--- src/common/sio_pkg.sv ---
package sio_pkg;

   // Core clock
   localparam int CLK_PERIOD_NS = 50;

   // Four-level strap codes, ordered by pin voltage
   typedef enum logic [1:0] {
      LVL_L = 2'h0,
      LVL_R = 2'h1,
      LVL_F = 2'h2,
      LVL_H = 2'h3
   } sio_lvl_e;

   // Strap thresholds in thousandths of the supply (comparators sit in the analog front end)
   localparam int THR_LR_PERMILLE = 200;
   localparam int THR_RF_PERMILLE = 500;
   localparam int THR_FH_PERMILLE = 800;

   // Rate reported by the recovery loop
   typedef enum logic [2:0] {
      RATE_NONE = 3'h0,
      RATE_3G = 3'h1,
      RATE_HD = 3'h2,
      RATE_SD = 3'h3,
      RATE_125 = 3'h4
   } sio_rate_e;

   // Power state
   typedef enum logic [1:0] {
      PWR_DOWN = 2'h0,
      PWR_SAVE = 2'h1,
      PWR_NORMAL = 2'h2
   } sio_pwr_e;

   // Adapt state machine, one-hot
   typedef enum logic [3:0] {
      AD_IDLE = 4'h1,
      AD_APPLY = 4'h2,
      AD_MEAS = 4'h4,
      AD_DONE = 4'h8
   } sio_adapt_e;

   // Fixed boost values per host equalizer strap level
   localparam logic [7:0] BOOST_H = 8'h00;
   localparam logic [7:0] BOOST_F_LOW = 8'h00;
   localparam logic [7:0] BOOST_R = 8'h80;
   localparam logic [7:0] BOOST_L = 8'h90;

   // Adapt boost table: 16 entries at 0x40-0x4f
   localparam logic [7:0] TBL_BASE = 8'h40;
   localparam int TBL_DEPTH = 16;
   localparam int TBL_AW = 4;
   localparam logic [3:0] TBL_LAST = 4'hf;
   localparam logic [3:0] TBL_RST_STEP = 4'h1;

   // Reset values
   localparam logic [7:0] RST_BOOST = 8'h00;
   localparam logic [7:0] RST_METRIC = 8'h00;

   // Recovery loop reset pulse, least time
   localparam int CDR_RST_NS = 200;
   localparam int CDR_RST_CYC = (CDR_RST_NS + CLK_PERIOD_NS - 1) / CLK_PERIOD_NS;
   // Settling time per adapt candidate, least time
   localparam int SETTLE_NS = 1000;
   localparam int SETTLE_CYC = (SETTLE_NS + CLK_PERIOD_NS - 1) / CLK_PERIOD_NS;
   localparam int CNT_W = 8;

endpackage

--- src/hw/sio_strap_res.sv ---
`timescale 1ns/1ns
module sio_strap_res
   import sio_pkg::*;
(
   input wire logic core_clk,
   input wire logic sys_rst,
   input wire logic [2:0] cmp_raw,
   output sio_lvl_e level,
   output logic valid
);

   logic [2:0] s1_reg;
   logic [2:0] s2_reg;
   logic [2:0] s3_reg;
   logic [2:0] fill_reg;

   // Thermometer to level; a broken code follows the highest comparator set
   function automatic sio_lvl_e therm_to_lvl(input logic [2:0] t);
      if (t[2]) begin
         therm_to_lvl = LVL_H;
      end else if (t[1]) begin
         therm_to_lvl = LVL_F;
      end else if (t[0]) begin
         therm_to_lvl = LVL_R;
      end else begin
         therm_to_lvl = LVL_L;
      end
   endfunction

   // Three-stage pin synchroniser
   always_ff @(posedge core_clk or posedge sys_rst) begin
      if (sys_rst) begin
         s1_reg <= 3'h0;
         s2_reg <= 3'h0;
         s3_reg <= 3'h0;
         fill_reg <= 3'h0;
      end else begin
         s1_reg <= cmp_raw;
         s2_reg <= s1_reg;
         s3_reg <= s2_reg;
         fill_reg <= {fill_reg[1:0], 1'b1};
      end
   end

   // Level taken only once stages two and three agree, so a slow ramp cannot glitch.
   // Held off until real pin samples fill the chain; the reset zeros would
   // otherwise settle as low and make the first true strap look like a change.
   always_ff @(posedge core_clk or posedge sys_rst) begin
      if (sys_rst) begin
         level <= LVL_L;
         valid <= 1'b0;
      end else if (fill_reg[2] && (s2_reg == s3_reg)) begin
         level <= therm_to_lvl(s3_reg);
         valid <= 1'b1;
      end
   end

endmodule

--- src/hw/sio_route_ctrl.sv ---
`timescale 1ns/1ns
// Operation
// - Direction low: coax input, host output on, coax driver powered down.
// - Direction high: host input drives coax, coax equalizer powered down.
// - Unused port direction powers down automatically from the strap level.
// - Direction change after power-up issues a recovery-loop reset.
// - Receive: host output always on; second output follows loop-through select low.
// - Drive: host output select low enables host loopback monitor.
// - Drive: loop-through select low enables second coax driver.
// - Carrier detection on the selected input decides normal operation.
// - No carrier enters power save; carrier return resumes normal operation.
// - Enable low forces power-down whatever the direction.
// - Power save keeps detector and serial port; power-down keeps serial port.
// - Carrier state readable; optional active-low carrier-absent flag on lock pin.
// - Receive mode offers register-selected reduced launch amplitude input.
// - Host equalizer: fixed boost or auto search over 16 table entries.
// - Drive strap decode: H 0x00, F auto at 3G, R 0x80, L 0x90.
// - Register overrides replace strap adapt mode and boost.
// - Receive mode ignores host equalizer strap boost settings.
// - Reclocker on for 3G, HD and SD rates; bypassed at 125 Mbps.
// - Straps resolve to four levels at 0.2, 0.5, 0.8 supply.
module sio_route_ctrl
   import sio_pkg::*;
(
   input wire logic core_clk,
   input wire logic sys_rst,
   input wire logic [2:0] direction_select_cmp,
   input wire logic [2:0] host_output_select_cmp,
   input wire logic [2:0] loopthru_select_cmp,
   input wire logic [2:0] host_eq_strap_cmp,
   input wire logic enable_pin,
   input wire logic coax_cd_raw,
   input wire logic host_cd_raw,
   input wire logic cdr_lock_n,
   input wire logic [2:0] cdr_rate,
   input wire logic [7:0] eye_metric,
   input wire logic cfg_splitter_en,
   input wire logic cfg_lock_pin_cd,
   input wire logic cfg_eq_ovr_en,
   input wire logic cfg_eq_ovr_auto,
   input wire logic [7:0] cfg_eq_ovr_boost,
   input wire logic tbl_wr_en,
   input wire logic [7:0] tbl_wr_addr,
   input wire logic [7:0] tbl_wr_data,
   input wire logic [7:0] tbl_rd_addr,
   output logic [7:0] tbl_rd_data_reg,
   output logic drive_mode_reg,
   output logic [1:0] pwr_state_reg,
   output logic coax_eq_pwr_reg,
   output logic coax_drv_pwr_reg,
   output logic host_eq_pwr_reg,
   output logic host_out_en_reg,
   output logic host_loopback_reg,
   output logic second_out_en_reg,
   output logic carrier_det_en_reg,
   output logic serial_if_en_reg,
   output logic carrier_status_reg,
   output logic lock_pin_n_reg,
   output logic splitter_atten_reg,
   output logic reclock_en_reg,
   output logic cdr_reset_reg,
   output logic host_eq_auto_reg,
   output logic [7:0] host_eq_boost_reg,
   output logic adapt_done_reg
);

   // Strap resolution
   sio_lvl_e lvl [4];
   logic [3:0] lvl_valid;
   logic [2:0] strap_cmp [4];

   assign strap_cmp[0] = direction_select_cmp;
   assign strap_cmp[1] = host_output_select_cmp;
   assign strap_cmp[2] = loopthru_select_cmp;
   assign strap_cmp[3] = host_eq_strap_cmp;

   // One resolver per four-level strap
   genvar gi;
   generate
      for (gi = 0; gi < 4; gi = gi + 1) begin : g_strap
         sio_strap_res u_res (
            .core_clk(core_clk),
            .sys_rst(sys_rst),
            .cmp_raw(strap_cmp[gi]),
            .level(lvl[gi]),
            .valid(lvl_valid[gi])
         );
      end
   endgenerate

   // Two-level pins: enable, coax carrier, host carrier
   logic [2:0] pin_raw;
   logic [2:0] p1_reg;
   logic [2:0] p2_reg;
   logic [2:0] p3_reg;
   logic [2:0] pin_reg;

   assign pin_raw = {host_cd_raw, coax_cd_raw, enable_pin};

   // Three-stage synchroniser shared by the async pins
   always_ff @(posedge core_clk or posedge sys_rst) begin
      if (sys_rst) begin
         p1_reg <= 3'h0;
         p2_reg <= 3'h0;
         p3_reg <= 3'h0;
      end else begin
         p1_reg <= pin_raw;
         p2_reg <= p1_reg;
         p3_reg <= p2_reg;
      end
   end

   // Per-bit acceptance once stages two and three agree; one process keeps one driver
   always_ff @(posedge core_clk or posedge sys_rst) begin
      if (sys_rst) begin
         pin_reg <= 3'h0;
      end else begin
         for (int i = 0; i < 3; i++) begin
            if (p2_reg[i] == p3_reg[i]) begin
               pin_reg[i] <= p3_reg[i];
            end
         end
      end
   end

   // A two-level pin reads F or H as high
   function automatic logic lvl_high(input sio_lvl_e l);
      lvl_high = (l == LVL_F) || (l == LVL_H);
   endfunction

   // Boost table and adapt state
   logic [7:0] boost_tbl [TBL_DEPTH];
   sio_adapt_e ad_state_reg;
   logic [TBL_AW-1:0] ad_idx_reg;
   logic [CNT_W-1:0] ad_cnt_reg;
   logic [7:0] ad_best_metric_reg;
   logic [7:0] ad_best_boost_reg;
   logic [7:0] ad_cand_reg;
   logic [CNT_W-1:0] rst_cnt_reg;
   logic dir_seen_reg;
   logic dir_prev_reg;

   // Decoded next values
   logic drive_next;
   logic carrier_next;
   sio_pwr_e pwr_next;
   logic normal_next;
   logic auto_next;
   logic [7:0] fixed_boost_next;
   logic dir_change;

   // Live decode from current levels, carrier and overrides
   always_comb begin
      drive_next = lvl_high(lvl[0]);
      carrier_next = drive_next ? pin_reg[2] : pin_reg[1];
      if (!pin_reg[0]) begin
         pwr_next = PWR_DOWN;
      end else if (!carrier_next) begin
         pwr_next = PWR_SAVE;
      end else begin
         pwr_next = PWR_NORMAL;
      end
      normal_next = (pwr_next == PWR_NORMAL);
      auto_next = 1'b0;
      fixed_boost_next = RST_BOOST;
      if (drive_next) begin
         if (cfg_eq_ovr_en) begin
            auto_next = cfg_eq_ovr_auto;
            fixed_boost_next = cfg_eq_ovr_boost;
         end else begin
            case (lvl[3])
               LVL_H: fixed_boost_next = BOOST_H;
               LVL_F: begin
                  auto_next = (cdr_rate == RATE_3G);
                  fixed_boost_next = BOOST_F_LOW;
               end
               LVL_R: fixed_boost_next = BOOST_R;
               LVL_L: fixed_boost_next = BOOST_L;
               default: fixed_boost_next = BOOST_H;
            endcase
         end
      end
   end

   assign dir_change = dir_seen_reg && (drive_next != dir_prev_reg);

   // Route and power outputs, registered
   always_ff @(posedge core_clk or posedge sys_rst) begin
      if (sys_rst) begin
         drive_mode_reg <= 1'b0;
         pwr_state_reg <= PWR_DOWN;
         coax_eq_pwr_reg <= 1'b0;
         coax_drv_pwr_reg <= 1'b0;
         host_eq_pwr_reg <= 1'b0;
         host_out_en_reg <= 1'b0;
         host_loopback_reg <= 1'b0;
         second_out_en_reg <= 1'b0;
         carrier_det_en_reg <= 1'b0;
         serial_if_en_reg <= 1'b0;
         splitter_atten_reg <= 1'b0;
         reclock_en_reg <= 1'b0;
      end else begin
         drive_mode_reg <= drive_next;
         pwr_state_reg <= pwr_next;
         // Only one coax direction powered at a time
         coax_eq_pwr_reg <= normal_next && !drive_next;
         coax_drv_pwr_reg <= normal_next && drive_next;
         host_eq_pwr_reg <= normal_next && drive_next;
         host_out_en_reg <= normal_next && (!drive_next || !lvl_high(lvl[1]));
         host_loopback_reg <= normal_next && drive_next && !lvl_high(lvl[1]);
         second_out_en_reg <= normal_next && !lvl_high(lvl[2]);
         carrier_det_en_reg <= (pwr_next != PWR_DOWN);
         serial_if_en_reg <= 1'b1;
         splitter_atten_reg <= normal_next && !drive_next && cfg_splitter_en;
         reclock_en_reg <= normal_next && (cdr_rate != RATE_125);
      end
   end

   // Carrier status and lock pin
   always_ff @(posedge core_clk or posedge sys_rst) begin
      if (sys_rst) begin
         carrier_status_reg <= 1'b0;
         lock_pin_n_reg <= 1'b1;
      end else begin
         carrier_status_reg <= carrier_next && pin_reg[0];
         lock_pin_n_reg <= cfg_lock_pin_cd ? carrier_next : cdr_lock_n;
      end
   end

   // Recovery-loop reset on direction change; first settled level is the strap, not a change
   always_ff @(posedge core_clk or posedge sys_rst) begin
      if (sys_rst) begin
         dir_seen_reg <= 1'b0;
         dir_prev_reg <= 1'b0;
         rst_cnt_reg <= '0;
         cdr_reset_reg <= 1'b0;
      end else begin
         if (!dir_seen_reg && lvl_valid[0]) begin
            dir_seen_reg <= 1'b1;
            dir_prev_reg <= drive_next;
         end
         if (dir_change) begin
            dir_prev_reg <= drive_next;
            rst_cnt_reg <= CNT_W'(CDR_RST_CYC - 1);
            cdr_reset_reg <= 1'b1;
         end else if (rst_cnt_reg != '0) begin
            rst_cnt_reg <= rst_cnt_reg - 1'b1;
         end else begin
            cdr_reset_reg <= 1'b0;
         end
      end
   end

   // Boost table writes, decoded against the table window
   always_ff @(posedge core_clk or posedge sys_rst) begin
      if (sys_rst) begin
         for (int i = 0; i < TBL_DEPTH; i++) begin
            boost_tbl[i] <= {4'(i) * TBL_RST_STEP, 4'h0};
         end
      end else if (tbl_wr_en && (tbl_wr_addr[7:TBL_AW] == TBL_BASE[7:TBL_AW])) begin
         boost_tbl[tbl_wr_addr[TBL_AW-1:0]] <= tbl_wr_data;
      end
   end

   // Table readback; outside the window reads zero
   always_ff @(posedge core_clk or posedge sys_rst) begin
      if (sys_rst) begin
         tbl_rd_data_reg <= 8'h00;
      end else if (tbl_rd_addr[7:TBL_AW] == TBL_BASE[7:TBL_AW]) begin
         tbl_rd_data_reg <= boost_tbl[tbl_rd_addr[TBL_AW-1:0]];
      end else begin
         tbl_rd_data_reg <= 8'h00;
      end
   end

   // Adapt search: try each entry, let it settle, keep the best eye metric.
   // Restarts on a recovery-loop reset since the old result belongs to the old input.
   always_ff @(posedge core_clk or posedge sys_rst) begin
      if (sys_rst) begin
         ad_state_reg <= AD_IDLE;
         ad_idx_reg <= '0;
         ad_cnt_reg <= '0;
         ad_best_metric_reg <= RST_METRIC;
         ad_best_boost_reg <= RST_BOOST;
         ad_cand_reg <= RST_BOOST;
      end else if (!(auto_next && host_eq_pwr_reg) || cdr_reset_reg) begin
         ad_state_reg <= AD_IDLE;
      end else begin
         case (ad_state_reg)
            AD_IDLE: begin
               ad_idx_reg <= '0;
               ad_best_metric_reg <= RST_METRIC;
               ad_best_boost_reg <= boost_tbl[0];
               ad_state_reg <= AD_APPLY;
               ad_cnt_reg <= CNT_W'(SETTLE_CYC - 1);
               ad_cand_reg <= boost_tbl[0];
            end
            AD_APPLY: begin
               if (ad_cnt_reg == '0) begin
                  ad_state_reg <= AD_MEAS;
               end else begin
                  ad_cnt_reg <= ad_cnt_reg - 1'b1;
               end
            end
            AD_MEAS: begin
               if (eye_metric > ad_best_metric_reg) begin
                  ad_best_metric_reg <= eye_metric;
                  ad_best_boost_reg <= ad_cand_reg;
               end
               if (ad_idx_reg == TBL_LAST) begin
                  ad_state_reg <= AD_DONE;
               end else begin
                  ad_idx_reg <= ad_idx_reg + 1'b1;
                  ad_cand_reg <= boost_tbl[ad_idx_reg + 1'b1];
                  ad_cnt_reg <= CNT_W'(SETTLE_CYC - 1);
                  ad_state_reg <= AD_APPLY;
               end
            end
            AD_DONE: ad_state_reg <= AD_DONE;
            default: ad_state_reg <= AD_IDLE;
         endcase
      end
   end

   // Equalizer setting: candidate during search, winner after, fixed otherwise
   always_ff @(posedge core_clk or posedge sys_rst) begin
      if (sys_rst) begin
         host_eq_auto_reg <= 1'b0;
         host_eq_boost_reg <= RST_BOOST;
         adapt_done_reg <= 1'b0;
      end else begin
         host_eq_auto_reg <= auto_next;
         adapt_done_reg <= auto_next && (ad_state_reg == AD_DONE);
         if (!auto_next) begin
            host_eq_boost_reg <= fixed_boost_next;
         end else if (ad_state_reg == AD_DONE) begin
            host_eq_boost_reg <= ad_best_boost_reg;
         end else begin
            host_eq_boost_reg <= ad_cand_reg;
         end
      end
   end

endmodule

--- config.mk ---
export PLATFORM = sky130hd
export DESIGN_NAME = sio_route_ctrl
export DESIGN_NICKNAME = d
export VERILOG_FILES = /design/src/common/sio_pkg.sv /design/src/hw/sio_strap_res.sv /design/src/hw/sio_route_ctrl.sv
export SDC_FILE = /design/constraint.sdc
export NUM_CORES = 1
export LEC_CHECK = 0
export BUFFER_PORTS_ARGS = -buffer_cell sky130_fd_sc_hd__buf_4
export CORE_MARGIN = 1
export CORE_UTILIZATION = 30
export CTS_BUF_LIST = sky130_fd_sc_hd__clkbuf_4 sky130_fd_sc_hd__clkbuf_8 sky130_fd_sc_hd__clkbuf_16
export DETAILED_ROUTE_END_ITERATION = 8
export GPL_TIMING_DRIVEN = 0
export HOLD_SLACK_MARGIN = 0.05
export PLACE_DENSITY_LB_ADDON = 0.08
export SLEW_MARGIN = 10
export SYNTH_ARGS = -nofsm -noshare
export SYNTH_HDL_FRONTEND = slang
export SYNTH_HIERARCHICAL = 1
export SYNTH_SLANG_ARGS = --single-unit
export TNS_END_PERCENT = 50
--- constraint.sdc ---
create_clock -name core_clk -period 6.25 [get_ports core_clk]
set_clock_uncertainty 0.1 [all_clocks]
set_input_delay 0 -clock core_clk [delete_from_list [all_inputs] [get_ports core_clk]]
set_output_delay 0 -clock core_clk [all_outputs]
set_load 0.02 [all_outputs]
### Word level (Yosys, flattened, before mapping)

Cells that the tools add are included.

| storage, ports and cells | value |
|---|---|
| flip-flop bits (word level) | 280 |
| bits of input ports | 66 |
| output and inout bits | 34 |
| word-level logic and storage cells | 209 |

| cells by class | value |
|---|---|
| add/sub/neg operators | 3 |
| $lt $le $gt $ge | 5 |
| eq/ne operators | 32 |
| muxes and demuxes | 55 |
| bitwise logic cells | 4 |
| reduce and logical (&&, ||, !) cells | 40 |

Operator list:

| operator | number |
|---|---|
| $mux 8 | 17 |
| $bwmux 128 | 1 |
| $bmux 8 s4 | 2 |
| $pmux 8 s2 | 3 |
| $pmux 8 s3 | 2 |
| $demux 8 s4 | 1 |
| $mux 2 | 10 |
| $eq 2x2->1 const B | 9 |
| $logic_and 1x1->1 | 18 |
| $mux 4 | 4 |
| $pmux 4 s4 | 1 |
| $sub 8x1->8 const B | 2 |
| $ge 5x5->1 const B | 3 |
| $not 4->5 | 3 |
| $mux 1 | 13 |
| $eq 3x3->1 | 4 |
| $eq 4x3->1 const B | 3 |
| $eq 4x4->1 const B | 2 |
| $gt 8x8->1 | 1 |
| $logic_not 8->1 | 1 |
| $ne 2x2->1 const B | 4 |
| $pmux 4 s2 | 1 |
| $reduce_bool 2->1 | 4 |
| $reduce_bool 8->1 | 1 |
| other kinds (17) | 29 |

### Depth between registers and ports, before layout

Gate-level depths: netlist of run 1.

| logic depth | value |
|---|---|
| depth after elaboration | 9 |
| mapped depth | 9 |
| depth with buffers taken out | 7 |

### Hierarchy

Netlist of run 1, hierarchy kept.

By module, submodules not included:

| module | times used | cells an instance | area an instance (µm²) |
|---|---|---|---|
| sio_route_ctrl | 1 | 801 | 11197.0 |
| sio_strap_res | 4 | 33 | 510.5 |

### Least setup slack after synthesis of run 1

OpenSTA, ideal clock, no wires.

| timing path | value |
|---|---|
| path type | register to register |
| start point | reg ad_idx_reg[1] |
| end point | reg ad_cand_reg[1] |
| arrival time | 1982 ps |
| required time | 6024 ps |
| slack | 4042 ps |
| cell stages (with the launch flop) | 9 |
| path buffers | 3 |
| clock period less this slack | 2208 ps |
| cells stage by stage | dfrtp_1 ha_1 buf_2 buf_2 buf_2 mux4_2 mux2i_1 o21ai_0 a2bb2oi_1 |

| on the way | value |
|---|---|
| cells in the longest elaborated chain, start to end | 7 |
| elaborated cells on any way between the ends | 10 |
| classes of those cells | add/sub (1); eq/ne (2); mux (5); bitwise (1); reduce/logical (1) |

Ends and longest elaborated chain:

| element | line | source |
|---|---|---|
| start, declared | sio_route_ctrl.sv:134 | `logic [TBL_AW-1:0] ad_idx_reg;` |
| start signal, assigned | sio_route_ctrl.sv:313 | `ad_idx_reg <= ad_idx_reg + 1'b1;` |
| $add 4x1->4 | sio_route_ctrl.sv:314 | `ad_cand_reg <= boost_tbl[ad_idx_reg + 1'b1];` |
| $not 4->5 (implied by the code) | sio_route_ctrl.sv:314 |  |
| $bmux 8 s4 | sio_route_ctrl.sv:314 |  |
| $mux 8 (implied by the code) (2 in series) | sio_route_ctrl.sv:314 |  |
| $mux 8 | sio_route_ctrl.sv:310 | `if (ad_idx_reg == TBL_LAST) begin` |
| $pmux 8 s2 | sio_route_ctrl.sv:289 | `case (ad_state_reg)` |
| end signal, assigned | sio_route_ctrl.sv:296 | `ad_cand_reg <= boost_tbl[0];` |
| end signal, assigned | sio_route_ctrl.sv:314 |  |
| end, declared | sio_route_ctrl.sv:138 | `logic [7:0] ad_cand_reg;` |

Parallel ways exist; a longest one is shown, timed or not. The select of a mux whose other input is x is not followed.
A chain may end at the register's enable or synchronous reset.

### Worst setup path after layout of run 1

Same ends and word-level chain as after synthesis.

==> impl_summary.txt, run 1 <==
----------------------------------------------------
[Floorplan]
  Number of rows in the core area ... 75
  Die Span Y ... approximately 210 µm
  DIE AREA ... between 0.04 and 0.05 mm²
  Die width ... around 210 µm
  Starting density of the core ... 0.306
  Core Area ... 0.0422 mm²
  Top-level I/O count ... 100

[Routing]
  Antenna Violating Nets Remaining ... 0
  Met3 WL ... 1290 µm
  Number of vias after detailed routing ... 8110
  Uppermost layer routed ... met5
  Vias per inst ... 4.81
  Wirelength, routed ... 33000 µm
  Met2 wire length ... 15200 µm
  Final routed DRC violation total ... 0
  Met1 wire length ... 15800 µm
  Number of iterations in the first detailed-routing pass ... 4
  DR iter-0 viols ... 395
  Wire length per cell ... 19.6 µm

[Placed design]
  Last weighted congestion value of the routability-driven placer ... 0.737
  HPWL after DPL ... 22900 µm
  Buffers added on ports ... 93
  Placed inst area ... 0.0144 mm²
  Pre-CTS setup slack ... 3.22 ns

[Clocking]
  Post-CTS Setup Repair Bufs ... 0
  Clock-pin slew of the registers on the worst-case setup and hold paths ... 0.06 ns
  Clock latency on the worst-skew pair ... 0.54 ns
  Cts-stage hold buffer count ... 84
  Maximum level of the CTS H-tree ... 2
  TritonCTS clock tree ... yes
  Root cell of the clock tree ... sky130_fd_sc_hd__clkbuf_16
  Clock buffer count from CTS ... 35
  Resized cells post-CTS ... 0
  Num Clock Sinks ... 276
  Maximum buffer depth of the clock tree ... 3

[Synthesis]
  Syn nets ... between 900 and 1000
  Syn_area_per_cell ... 14.3 µm²
  YS warnings ... 6
  Post-synthesis cell count ... ~910
  Post-synthesis instance area ... between 0.01 and 0.015 mm²

[Layout]
  Largest reg by FF count ... boost_tbl
  Number of antenna repair diodes ... 0
  Total of fill cells in the finished design ... approximately 4100
  Layout cells sized above 1 ... 0.406
  Layout Area Growth over Synthesis ... 27.0%
  Multi-input logic area ... 0.00556 mm²
  Final std cell area, no fill ... 0.0164 mm²
  Reg area ... 0.00695 mm²
  Utilization after layout ... 0.389
  Net count reported at finish ... 1200
  Flip-flop count of the largest register after layout ... ~130

[Global route]
  Maximum number of pins on one net before global-route repair ... 106
  Number of global-route vias before repair ... about 8500
  Total routing usage reported by global routing ... 0.158
  Total congestion overflow ... 0
  Antenna violations before repair ... 1
  First-pass GRT wire length ... 52400 µm

[Hold path]
  Tightest Hold Check Type ... in -> reg

[Critical path]
  Worst Setup End Kind ... flop
  Class of the most critical setup path ... reg -> reg
  Endpoint arrival time on the critical path ... ~3.3 ns
  Data required time at the worst endpoint ... 6.56 ns
  Critical path cell sequence ... ha_1, buf_2, buf_2, buf_2, mux4_2, mux2i_1, o21ai_0, a2bb2oi_1
  Largest driver fanout on the critical path ... 10
  Critical path launch point type ... flop
  Most used cell along the critical path ... sky130_fd_sc_hd__buf_2
  Critical Path Max Stage Delay ... 0.44 ns
  Slowest library cell on the worst path ... sky130_fd_sc_hd__buf_2

[Timing]
  Setup slack after layout ... 3.23 ns
  Period Utilization, post-route ... 0.483
  Worst slew margin relative to its limit ... 0.459
  Count of endpoints failing setup in the final report ... 0
  Number of max-slew violations in the final report ... 0
  Final worst path period need ... 3.02 ns
  Final number of hold-violating endpoints ... 0
  Peak clock frequency supported by timing ... 332 MHz
  Setup repair after global routing missed its margin ... false
  Post-Route Hold Slack ... 0.0329 ns
  Transition time at the pin with the least slew margin ... 0.811 ns

[Flow run]
  Max-capacitance violation count ... 0

[Power]
  Pwr/cell area ... about 290 mW/mm²
  Peak supply drop ... 0.199 mV
  Total leakage power ... 0.00743 µW
  Power, Total ... 4700 µW

[Outcome]
  Result of the run ... completed

----------------------------------------------------
[worst max-delay path: cells and delay by family, from the launching register on]
family                   cells  cell delay (ns)
buffers and inverters        3             1.12
multiplexers                 2             0.66
flip-flops                   1             0.40
adder cells (fa/ha/maj)      1             0.33
AO/OA/AOI/OAI                2             0.27
[stage by stage]
stage,std cells,setup TNS [ns]
floorplan,905,0
CTS,1685,0
global route,1685,0
detailed placement,1539,0
global placement,1537,-669.19
finish,1685,0
[layout by cell type, fill, tap and decap left out, types with 6 or more instances in the layout]
| cell type | instances |
|---|---|
| sky130_fd_sc_hd__dfstp_2 | 34 |
| sky130_fd_sc_hd__nand4_1 | 7 |
| sky130_fd_sc_hd__nand3_1 | 14 |
| sky130_fd_sc_hd__mux2_2 | 131 |
| sky130_fd_sc_hd__clkbuf_1 | 19 |
| sky130_fd_sc_hd__o21ai_0 | 42 |
| sky130_fd_sc_hd__clkbuf_8 | 10 |
| sky130_fd_sc_hd__nor3_1 | 10 |
| sky130_fd_sc_hd__nor2_2 | 6 |
| sky130_fd_sc_hd__ha_1 | 13 |
| sky130_fd_sc_hd__nand2_1 | 33 |
| sky130_fd_sc_hd__clkbuf_4 | 6 |
| sky130_fd_sc_hd__mux4_2 | 72 |
| sky130_fd_sc_hd__nor2_1 | 21 |
| sky130_fd_sc_hd__dlygate4sd3_1 | 84 |
| sky130_fd_sc_hd__inv_1 | 37 |
| sky130_fd_sc_hd__a2bb2oi_1 | 8 |
| sky130_fd_sc_hd__a21oi_1 | 13 |
| sky130_fd_sc_hd__nor2b_1 | 15 |
| sky130_fd_sc_hd__mux2i_1 | 32 |
| sky130_fd_sc_hd__buf_4 | 96 |
| sky130_fd_sc_hd__nand2b_1 | 13 |
| sky130_fd_sc_hd__xnor2_1 | 9 |
| sky130_fd_sc_hd__clkbuf_16 | 37 |
| sky130_fd_sc_hd__dfrtp_1 | 242 |
| sky130_fd_sc_hd__or3_1 | 6 |
| sky130_fd_sc_hd__buf_2 | 23 |
[layer usage]
metal | global-route usage | vias to the layer above
li1 | - | 3746
met1 | 0.226 | 4150
met2 | 0.242 | 156
met3 | 0.0301 | 56
met4 | 0.0468 | 2
met5 | 0 | -
[path summary, 6_finish.rpt]
| path | start | slack (ns) | end | cells past startpoint |
|---|---|---|---|---|
| max | ad_idx_reg[1] | 3.23 | ad_cand_reg[1] | 8 |
| min | tbl_rd_addr[7] | 0.03 | tbl_rd_data_reg[0] | 3 |
| max reg2reg | ad_idx_reg[1] | 3.23 | ad_cand_reg[1] | 8 |
| min reg2reg | g_strap[3].u_res/s1_reg[0] | 0.24 | g_strap[3].u_res/s2_reg[0] | 0 |
| max in group asynchronous | sys_rst | 4.08 | boost_tbl[15] | 6 |
| min in group asynchronous | sys_rst | 0.67 | p1_reg[0] | 4 |
[cell type report]
cell class,count,share of cell area
flip-flops and latches,276,0.424
multi-input cells,539,0.339
repair buffers,179,0.0972
clock buffers,53,0.0676
well taps,539,0.0411
plain buffers,51,0.0160
inverters,39,0.00953
clock inverters,9,0.00633
[report_power, final]
group          total, µW  switching [µW]  leakage [µW]  internal, µW
registers           2000            76.2       0.00343          1920
logic                596             302       0.00340           294
clock network       2100             795      0.000604          1310
(Power assumes the default switching activity.)
==> run 2: changes to the inputs <==
==> constraint.sdc (replaced) <==
create_clock -name core_clk -period 2.85 [get_ports core_clk]
set_clock_uncertainty 0.1 [all_clocks]
set_input_delay 0 -clock core_clk [delete_from_list [all_inputs] [get_ports core_clk]]
set_output_delay 0 -clock core_clk [all_outputs]
set_load 0.02 [all_outputs]
==> run 2 against run 1 <==
  * Register-to-register slack lost 3.0 ns
  * Count of clock-buffer cells in the layout grew 1
  * Die area is the same
  * Clock power grew 120%
  * Cell area grew 0.72%
  * Critical endpoint is now ad_cand_reg[0]
  * Largest power group unchanged
==> impl_summary.txt, run 2 (synthesis gave the netlist of run 1 again) <==
----------------------------------------------------
[Outcome]
  Result of the run ... completed

[Global route]
  Number of global-route vias before repair ... 8467 (-0.76%)
  First-pass GRT wire length ... 51000 µm (-2.7%)
  Total congestion overflow ... 0 (unchanged)
  Total routing usage reported by global routing ... 0.153 (-0.00424)
  Maximum number of pins on one net before global-route repair ... 34 (-68%)
  Antenna violations before repair ... 0 (-1)

[Timing]
  Number of max-slew violations in the final report ... 0 (unchanged)
  Transition time at the pin with the least slew margin ... 0.814 ns (+0.00294 ns)
  Peak clock frequency supported by timing ... 376 MHz (+13%)
  Setup repair after global routing missed its margin ... false
  Period Utilization, post-route ... 0.934 (+0.451)
  Final number of hold-violating endpoints ... 0 (unchanged)
  Count of endpoints failing setup in the final report ... 0 (unchanged)
  Setup slack after layout ... 0.188 ns (-3.05 ns)
  Final worst path period need ... 2.66 ns (-0.355 ns)
  Worst slew margin relative to its limit ... 0.457 (-0.00242)

[Power]
  Total leakage power ... 0.00749 µW (+0.76%)
  Peak supply drop ... 0.392 mV (+96%)
  Pwr/cell area ... 620 mW/mm² (+120%)

[Floorplan]
  Die width ... 210 µm (unchanged)
  Starting density of the core ... 0.306 (unchanged)
  Top-level I/O count ... 100 (unchanged)
  Die Span Y ... 210 µm (unchanged)
  DIE AREA ... 0.0439 mm² (unchanged)
  Core Area ... 0.0422 mm² (unchanged)
  Number of rows in the core area ... 75 (unchanged)

[Layout]
  Most frequent cells in the layout ... 242 x sky130_fd_sc_hd__dfrtp_1, 131 x sky130_fd_sc_hd__mux2_2, 96 x sky130_fd_sc_hd__buf_4, 87 x sky130_fd_sc_hd__dlygate4sd3_1, 72 x sky130_fd_sc_hd__mux4_2
  Flip-flop count of the largest register after layout ... 128 (unchanged)
  Net count reported at finish ... 1208 (+0.67%)
  Layout Area Growth over Synthesis ... 27.9%
  Number of antenna repair diodes ... 0 (unchanged)
  Largest reg by FF count ... boost_tbl
  Layout cells sized above 1 ... 0.408 (+0.00203)
  Final cell count without fillers ... 1694 (+0.53%)
  Most frequent standard cell in the layout excluding fill and tap cells ... sky130_fd_sc_hd__dfrtp_1

[Critical path]
  Class of the most critical setup path ... reg -> reg
  Endpoint arrival time on the critical path ... 2.96 ns (-0.37 ns)
  Data required time at the worst endpoint ... 3.15 ns (-3.41 ns)
  Crit path max-delay family ... buffers and inverters
  Critical path launch point type ... flop
  Slowest library cell on the worst path ... sky130_fd_sc_hd__dfrtp_1
  Critical Path Max Stage Delay ... 0.39 ns (-0.05 ns)
  Critical path cell sequence ... ha_1, buf_2, buf_6, clkbuf_4, mux4_2, mux2i_1, o21ai_0, a2bb2oi_1
  Buffers and inverters on the worst path ... 3 (unchanged)
  Largest driver fanout on the critical path ... 10 (unchanged)
  Worst Setup End Kind ... flop

[Routing]
  Wire length per cell ... 19.1 µm (-2.6%)
  Vias per inst ... 4.77 (-0.99%)
  Final routed DRC violation total ... 0 (unchanged)
  Met3 WL ... 1180 µm (-9.0%)
  Number of vias after detailed routing ... 8073 (-0.46%)
  Antenna Violating Nets Remaining ... 0 (unchanged)
  Number of iterations in the first detailed-routing pass ... 4 (unchanged)
  Met1 wire length ... 15200 µm (-3.5%)
  Uppermost layer routed ... met4
  Wirelength, routed ... 32300 µm (-2.1%)
  Met2 wire length ... 15200 µm (+0.34%)
  DR iter-0 viols ... 375 (-5.1%)

[Clocking]
  Maximum buffer depth of the clock tree ... 3 (unchanged)
  Clock buffer count from CTS ... 35 (unchanged)
  TritonCTS clock tree ... yes
  Num Clock Sinks ... 276 (unchanged)
  Root cell of the clock tree ... sky130_fd_sc_hd__clkbuf_16
  Maximum level of the CTS H-tree ... 2 (unchanged)
  Clock latency on the worst-skew pair ... 0.53 ns (about the same)
  Post-CTS Setup Repair Bufs ... 0 (unchanged)
  Clock-pin slew of the registers on the worst-case setup and hold paths ... 0.06 ns (about the same)

[Placed design]
  Instance count after placement with tap cells included ... 1544 (+0.32%)
  Last weighted congestion value of the routability-driven placer ... 0.745 (+1.0%)
  HPWL after DPL ... 23500 µm (+2.6%)
  Pre-CTS setup slack ... -0.0960 ns (-3.31 ns)
  Buffers added on ports ... 93 (unchanged)

[Flow run]
  Max-capacitance violation count ... 0 (unchanged)

[Hold path]
  Tightest Hold Check Type ... in -> async

----------------------------------------------------
==> run 2: cell type report <==
class,instances,area [µm²]
Timing Repair Buffer,187,1710
Sequential cell,276,6950
Inverter,39,153
Multi-Input combinational cell,539,5560
Clock inverter,9,104
Clock buffer,54,1100
Tap cell,539,674
Fill cell,4083,25700
Buffer,51,274
==> run 2: per-stage QoR <==
stage / total power, µW / util / TNS [ns] / hold slack, ns / instance area, µm²
floorplan: 5220 / - / -22.24 / -0.223 / 12900
finish: 10300 / 0.391 / 0 / 0.0749 / 16500
global placement: 5640 / 0.339 / -394.39 / 0.0107 / 14300
global route: 10800 / 0.391 / 0 / 0.101 / 16500
CTS: 10500 / 0.391 / 0 / 0.0616 / 16500
detailed placement: 5680 / 0.342 / -0.455 / 0.0106 / 14400
==> run 2: metal layers <==
metal  up-vias  GRT usage
met5         -          0
met4         0     0.0461
met3        47     0.0292
met2       125      0.243
met1      4126      0.213
li1       3775          -
==> run 2: worst paths after layout <==
check / cells past startpoint / start / endpoint / slack [ns]
max in group asynchronous: 6 / sys_rst / ad_state_reg[0] / 1.43
max: 8 / ad_idx_reg[1] / ad_cand_reg[0] / 0.19
min reg2reg: 0 / g_strap[0].u_res/s1_reg[1] / g_strap[0].u_res/s2_reg[1] / 0.25
min: 3 / sys_rst / g_strap[0].u_res/s1_reg[0] / 0.07
min in group core_clk: 6 / cfg_eq_ovr_en / ad_state_reg[0] / 0.09
max reg2reg: 8 / ad_idx_reg[1] / ad_cand_reg[0] / 0.19
==> run 2: repair_timing <==
item | 4_1_cts | 5_1_grt
endpoints found under the hold margin | 231 | 0
resized for setup | 1 | 3
setup endpoints to repair | 8 | 7
hold buffers | 87 | 0
==> run 2: where the power goes <==
part           internal, µW  switching (µW)  leakage [µW]
Sequential             4220             164       0.00343
Combinational           662             648       0.00345
Clock                  2850            1700      0.000604
==> run 2: worst register-to-register path, delay by kind of cell (launching register included) <==
kind / cells / cell delay, ns
AOI/OAI and AO/OA: 2 / 0.27
DFF: 1 / 0.39
adders and majority gates: 1 / 0.34
muxes: 2 / 0.66
buffers and inverters: 3 / 0.78
==> run 3: changes to the inputs <==
--- a/config.mk
+++ b/config.mk
@@ -7,7 +7,7 @@
 export LEC_CHECK = 0
 export BUFFER_PORTS_ARGS = -buffer_cell sky130_fd_sc_hd__buf_4
 export CORE_MARGIN = 1
-export CORE_UTILIZATION = 30
+export CORE_UTILIZATION = 50
 export CTS_BUF_LIST = sky130_fd_sc_hd__clkbuf_4 sky130_fd_sc_hd__clkbuf_8 sky130_fd_sc_hd__clkbuf_16
 export DETAILED_ROUTE_END_ITERATION = 8
 export GPL_TIMING_DRIVEN = 0
==> run 3 against run 2 <==
  * Sequential cell count unchanged
  * Hold slack improved by 0.022 ns
  * Clock power decreased by 13%
  * Fmax decreased by 0.40%
  * Largest cell class unchanged
  * Largest power group is now registers
  * Cell area decreased by 2.5%
  * Critical endpoint is now host_eq_boost_reg[2]
  * Utilization increased by 25 points
  * Sequential power about the same
  * Non-clock buffer count increased by 2
  * Die area decreased by 40%
  * Global-route usage increased by 7.7 points
  * First-iteration DRC count increased by 8.5%
==> impl_summary.txt, run 3 (synthesis gave the netlist of run 1 again) <==
----------------------------------------------------
[Outcome]
  Result of the run ... completed

[Routing]
  Antenna Violating Nets Remaining ... 0 (unchanged)
  Number of vias after detailed routing ... 8153 (+0.99%)
  Number of iterations in the first detailed-routing pass ... 5 (+1)
  Final routed DRC violation total ... 0 (unchanged)
  Wire length per cell ... 19.6 µm (+2.6%)
  Wirelength, routed ... 28900 µm (-11%)
  Vias per inst ... 5.52 (+16%)
  DR iter-0 viols ... 407 (+8.5%)

[Critical path]
  Endpoint arrival time on the critical path ... 3.04 ns (+0.08 ns)
  Critical Path Max Stage Delay ... 0.57 ns (+0.18 ns)
  Buffers and inverters on the worst path ... 4 (+1)
  Largest driver fanout on the critical path ... 10 (unchanged)
  Crit path max-delay family ... buffers and inverters
  Class of the most critical setup path ... reg -> reg
  Data required time at the worst endpoint ... 3.22 ns (+0.07 ns)
  Critical path launch point type ... flop
  Slowest library cell on the worst path ... sky130_fd_sc_hd__dlygate4sd3_1
  Worst Setup End Kind ... flop
  Critical path cell sequence ... buf_6, and2_4, buf_6, a22oi_4, nand3_1, dlygate4sd3_1, o21ai_0, dlygate4sd3_1

[Global route]
  Total routing usage reported by global routing ... 0.230 (+0.0769)
  Antenna violations before repair ... 0 (unchanged)
  Number of global-route vias before repair ... 8572 (+1.2%)
  Maximum number of pins on one net before global-route repair ... 37 (+8.8%)
  Total congestion overflow ... 0 (unchanged)
  First-pass GRT wire length ... 47400 µm (-7.2%)

[Placed design]
  Placed inst area ... 0.0142 mm² (-1.8%)
  Last weighted congestion value of the routability-driven placer ... 0.789 (+5.9%)
  Pre-CTS setup slack ... 0.0285 ns (+0.124 ns)
  Buffers added on ports ... 93 (unchanged)
  HPWL after DPL ... 20200 µm (-14%)

[Power]
  Net switching power figure ... 2340 µW (-7.2%)
  Relative contribution of sequential cells to total power ... 0.454 (+0.026)
  Total leakage power ... 0.00740 µW (-1.1%)
  Peak supply drop ... 0.497 mV (+27%)
  Share of total power in combinational logic ... 0.135 (+0.007)
  Internal power contribution ... 7320 µW (-5.3%)
  Switching power share of the total ... 0.242 (-0.00367)
  Pwr/cell area ... 600 mW/mm² (-3.3%)
  Clock network fraction of total power ... 0.411 (-0.034)
  Power, Total ... 9660 µW (-5.8%)

[Layout]
  Final std cell area, no fill ... 0.0161 mm² (-2.5%)
  Layout Area Growth over Synthesis ... 24.7%
  Most frequent standard cell in the layout excluding fill and tap cells ... sky130_fd_sc_hd__dfrtp_1
  Net count reported at finish ... 1204 (-0.33%)
  Number of antenna repair diodes ... 0 (unchanged)
  Largest reg by FF count ... boost_tbl
  Layout cells sized above 1 ... 0.403 (-0.00448)
  Flip-flop count of the largest register after layout ... 128 (unchanged)
  Most frequent cells in the layout ... 242 x sky130_fd_sc_hd__dfrtp_1, 131 x sky130_fd_sc_hd__mux2_2, 96 x sky130_fd_sc_hd__buf_4, 89 x sky130_fd_sc_hd__dlygate4sd3_1, 72 x sky130_fd_sc_hd__mux4_2

[Clocking]
  Root cell of the clock tree ... sky130_fd_sc_hd__clkbuf_16
  Maximum level of the CTS H-tree ... 1 (-1)
  Clock buffer count from CTS ... 29 (-17%)
  Maximum buffer depth of the clock tree ... 3 (unchanged)
  Clock-pin slew of the registers on the worst-case setup and hold paths ... 0.06 ns (about the same)
  Num Clock Sinks ... 276 (unchanged)
  TritonCTS clock tree ... yes
  Clock latency on the worst-skew pair ... 0.55 ns (+0.02 ns)

[Hold path]
  Tightest Hold Check Type ... in -> reg

[Floorplan]
  Die Span Y ... 163 µm (-22%)
  Starting density of the core ... 0.512 (+0.206)
  DIE AREA ... 0.0265 mm² (-40%)
  Number of rows in the core area ... 58 (-23%)
  Core Area ... 0.0253 mm² (-40%)
  Die width ... 163 µm (-22%)
  Top-level I/O count ... 100 (unchanged)

[Flow run]
  Max-capacitance violation count ... 0 (unchanged)

[Timing]
  Count of endpoints failing setup in the final report ... 0 (unchanged)
  Number of max-slew violations in the final report ... 0 (unchanged)
  Setup slack after layout ... 0.178 ns (-0.0106 ns)
  Period Utilization, post-route ... 0.938 (+0.00371)
  Final worst path period need ... 2.67 ns (+0.0106 ns)
  Peak clock frequency supported by timing ... 374 MHz (-0.40%)
  Final number of hold-violating endpoints ... 0 (unchanged)
  Transition time at the pin with the least slew margin ... 0.829 ns (+0.0153 ns)
  Setup repair after global routing missed its margin ... false
  Worst slew margin relative to its limit ... 0.444 (-0.0127)

----------------------------------------------------
[run 3: worst paths after layout]
check	start	endpoint	slack [ns]	depth (start not counted)
max	g_strap[0].u_res/level[1]	host_eq_boost_reg[2]	0.18	8
min	tbl_wr_addr[2]	boost_tbl[31]	0.1	3
max reg2reg	g_strap[0].u_res/level[1]	host_eq_boost_reg[2]	0.18	8
min reg2reg	g_strap[0].u_res/fill_reg[0]	g_strap[0].u_res/fill_reg[1]	0.24	0
max in group asynchronous	sys_rst	boost_tbl[15]	0.65	8
min in group asynchronous	sys_rst	g_strap[1].u_res/s1_reg[2]	0.66	4
[run 3: what timing repair did]
action,in CTS,in global routing
endpoints found under the setup margin,0,11
resized for setup,0,4
endpoints found under the hold margin,344,0
setup buffers,0,0
hold buffers,90,0
[run 3: power by group through the flow]
stage,combinational (µW),clock (µW),sequential (µW)
2_1_floorplan,753,0,4470
6_report,1310,3970,4390
4_1_cts,1320,4070,4390
3_3_place_gp,1150,0,4440
5_1_grt,1440,4230,4420
3_5_place_dp,1190,0,4450
[run 3: cell type report]
cell class                 instances  area [µm²]
fill                            1929        9150
sequential                       276        6950
multi-input combinational        539        5560
timing repair buffer             189        1740
clock buffer                      43         856
tap                              330         413
buffer                            51         270
clock inverter                    11         164
inverter                          39         153
[run 3: routing by layer]
| metal | vias to the layer above | track usage | part of all wire |
|---|---|---|---|
| li1 | 3754 | - | - |
| met1 | 4196 | 0.322 | 0.45 |
| met2 | 167 | 0.386 | 0.49 |
| met3 | 36 | 0.0285 | 0.041 |
| met4 | 0 | 0.0531 | 0.016 |
| met5 | - | 0 | 0 |
[run 3: metrics by stage]
step	hold slack, ns	TNS (ns)	instances	util
6_report	0.0969	0	1478	0.638
5_1_grt	0.0936	0	1478	0.638
4_1_cts	0.0835	0	1479	0.638
3_5_place_dp	-0.00351	0	1335	0.562
3_3_place_gp	-0.00474	-327.43	1328	0.556
2_1_floorplan	-0.223	-22.24	905	-
[run 3: worst register-to-register path: cells and delay by family (launching register included)]
family                 cells  cell delay (ns)
AO/OA/AOI/OAI              2             0.40
buffers and inverters      4             1.41
flip-flops                 1             0.40
AND/OR/NAND/NOR            2             0.28
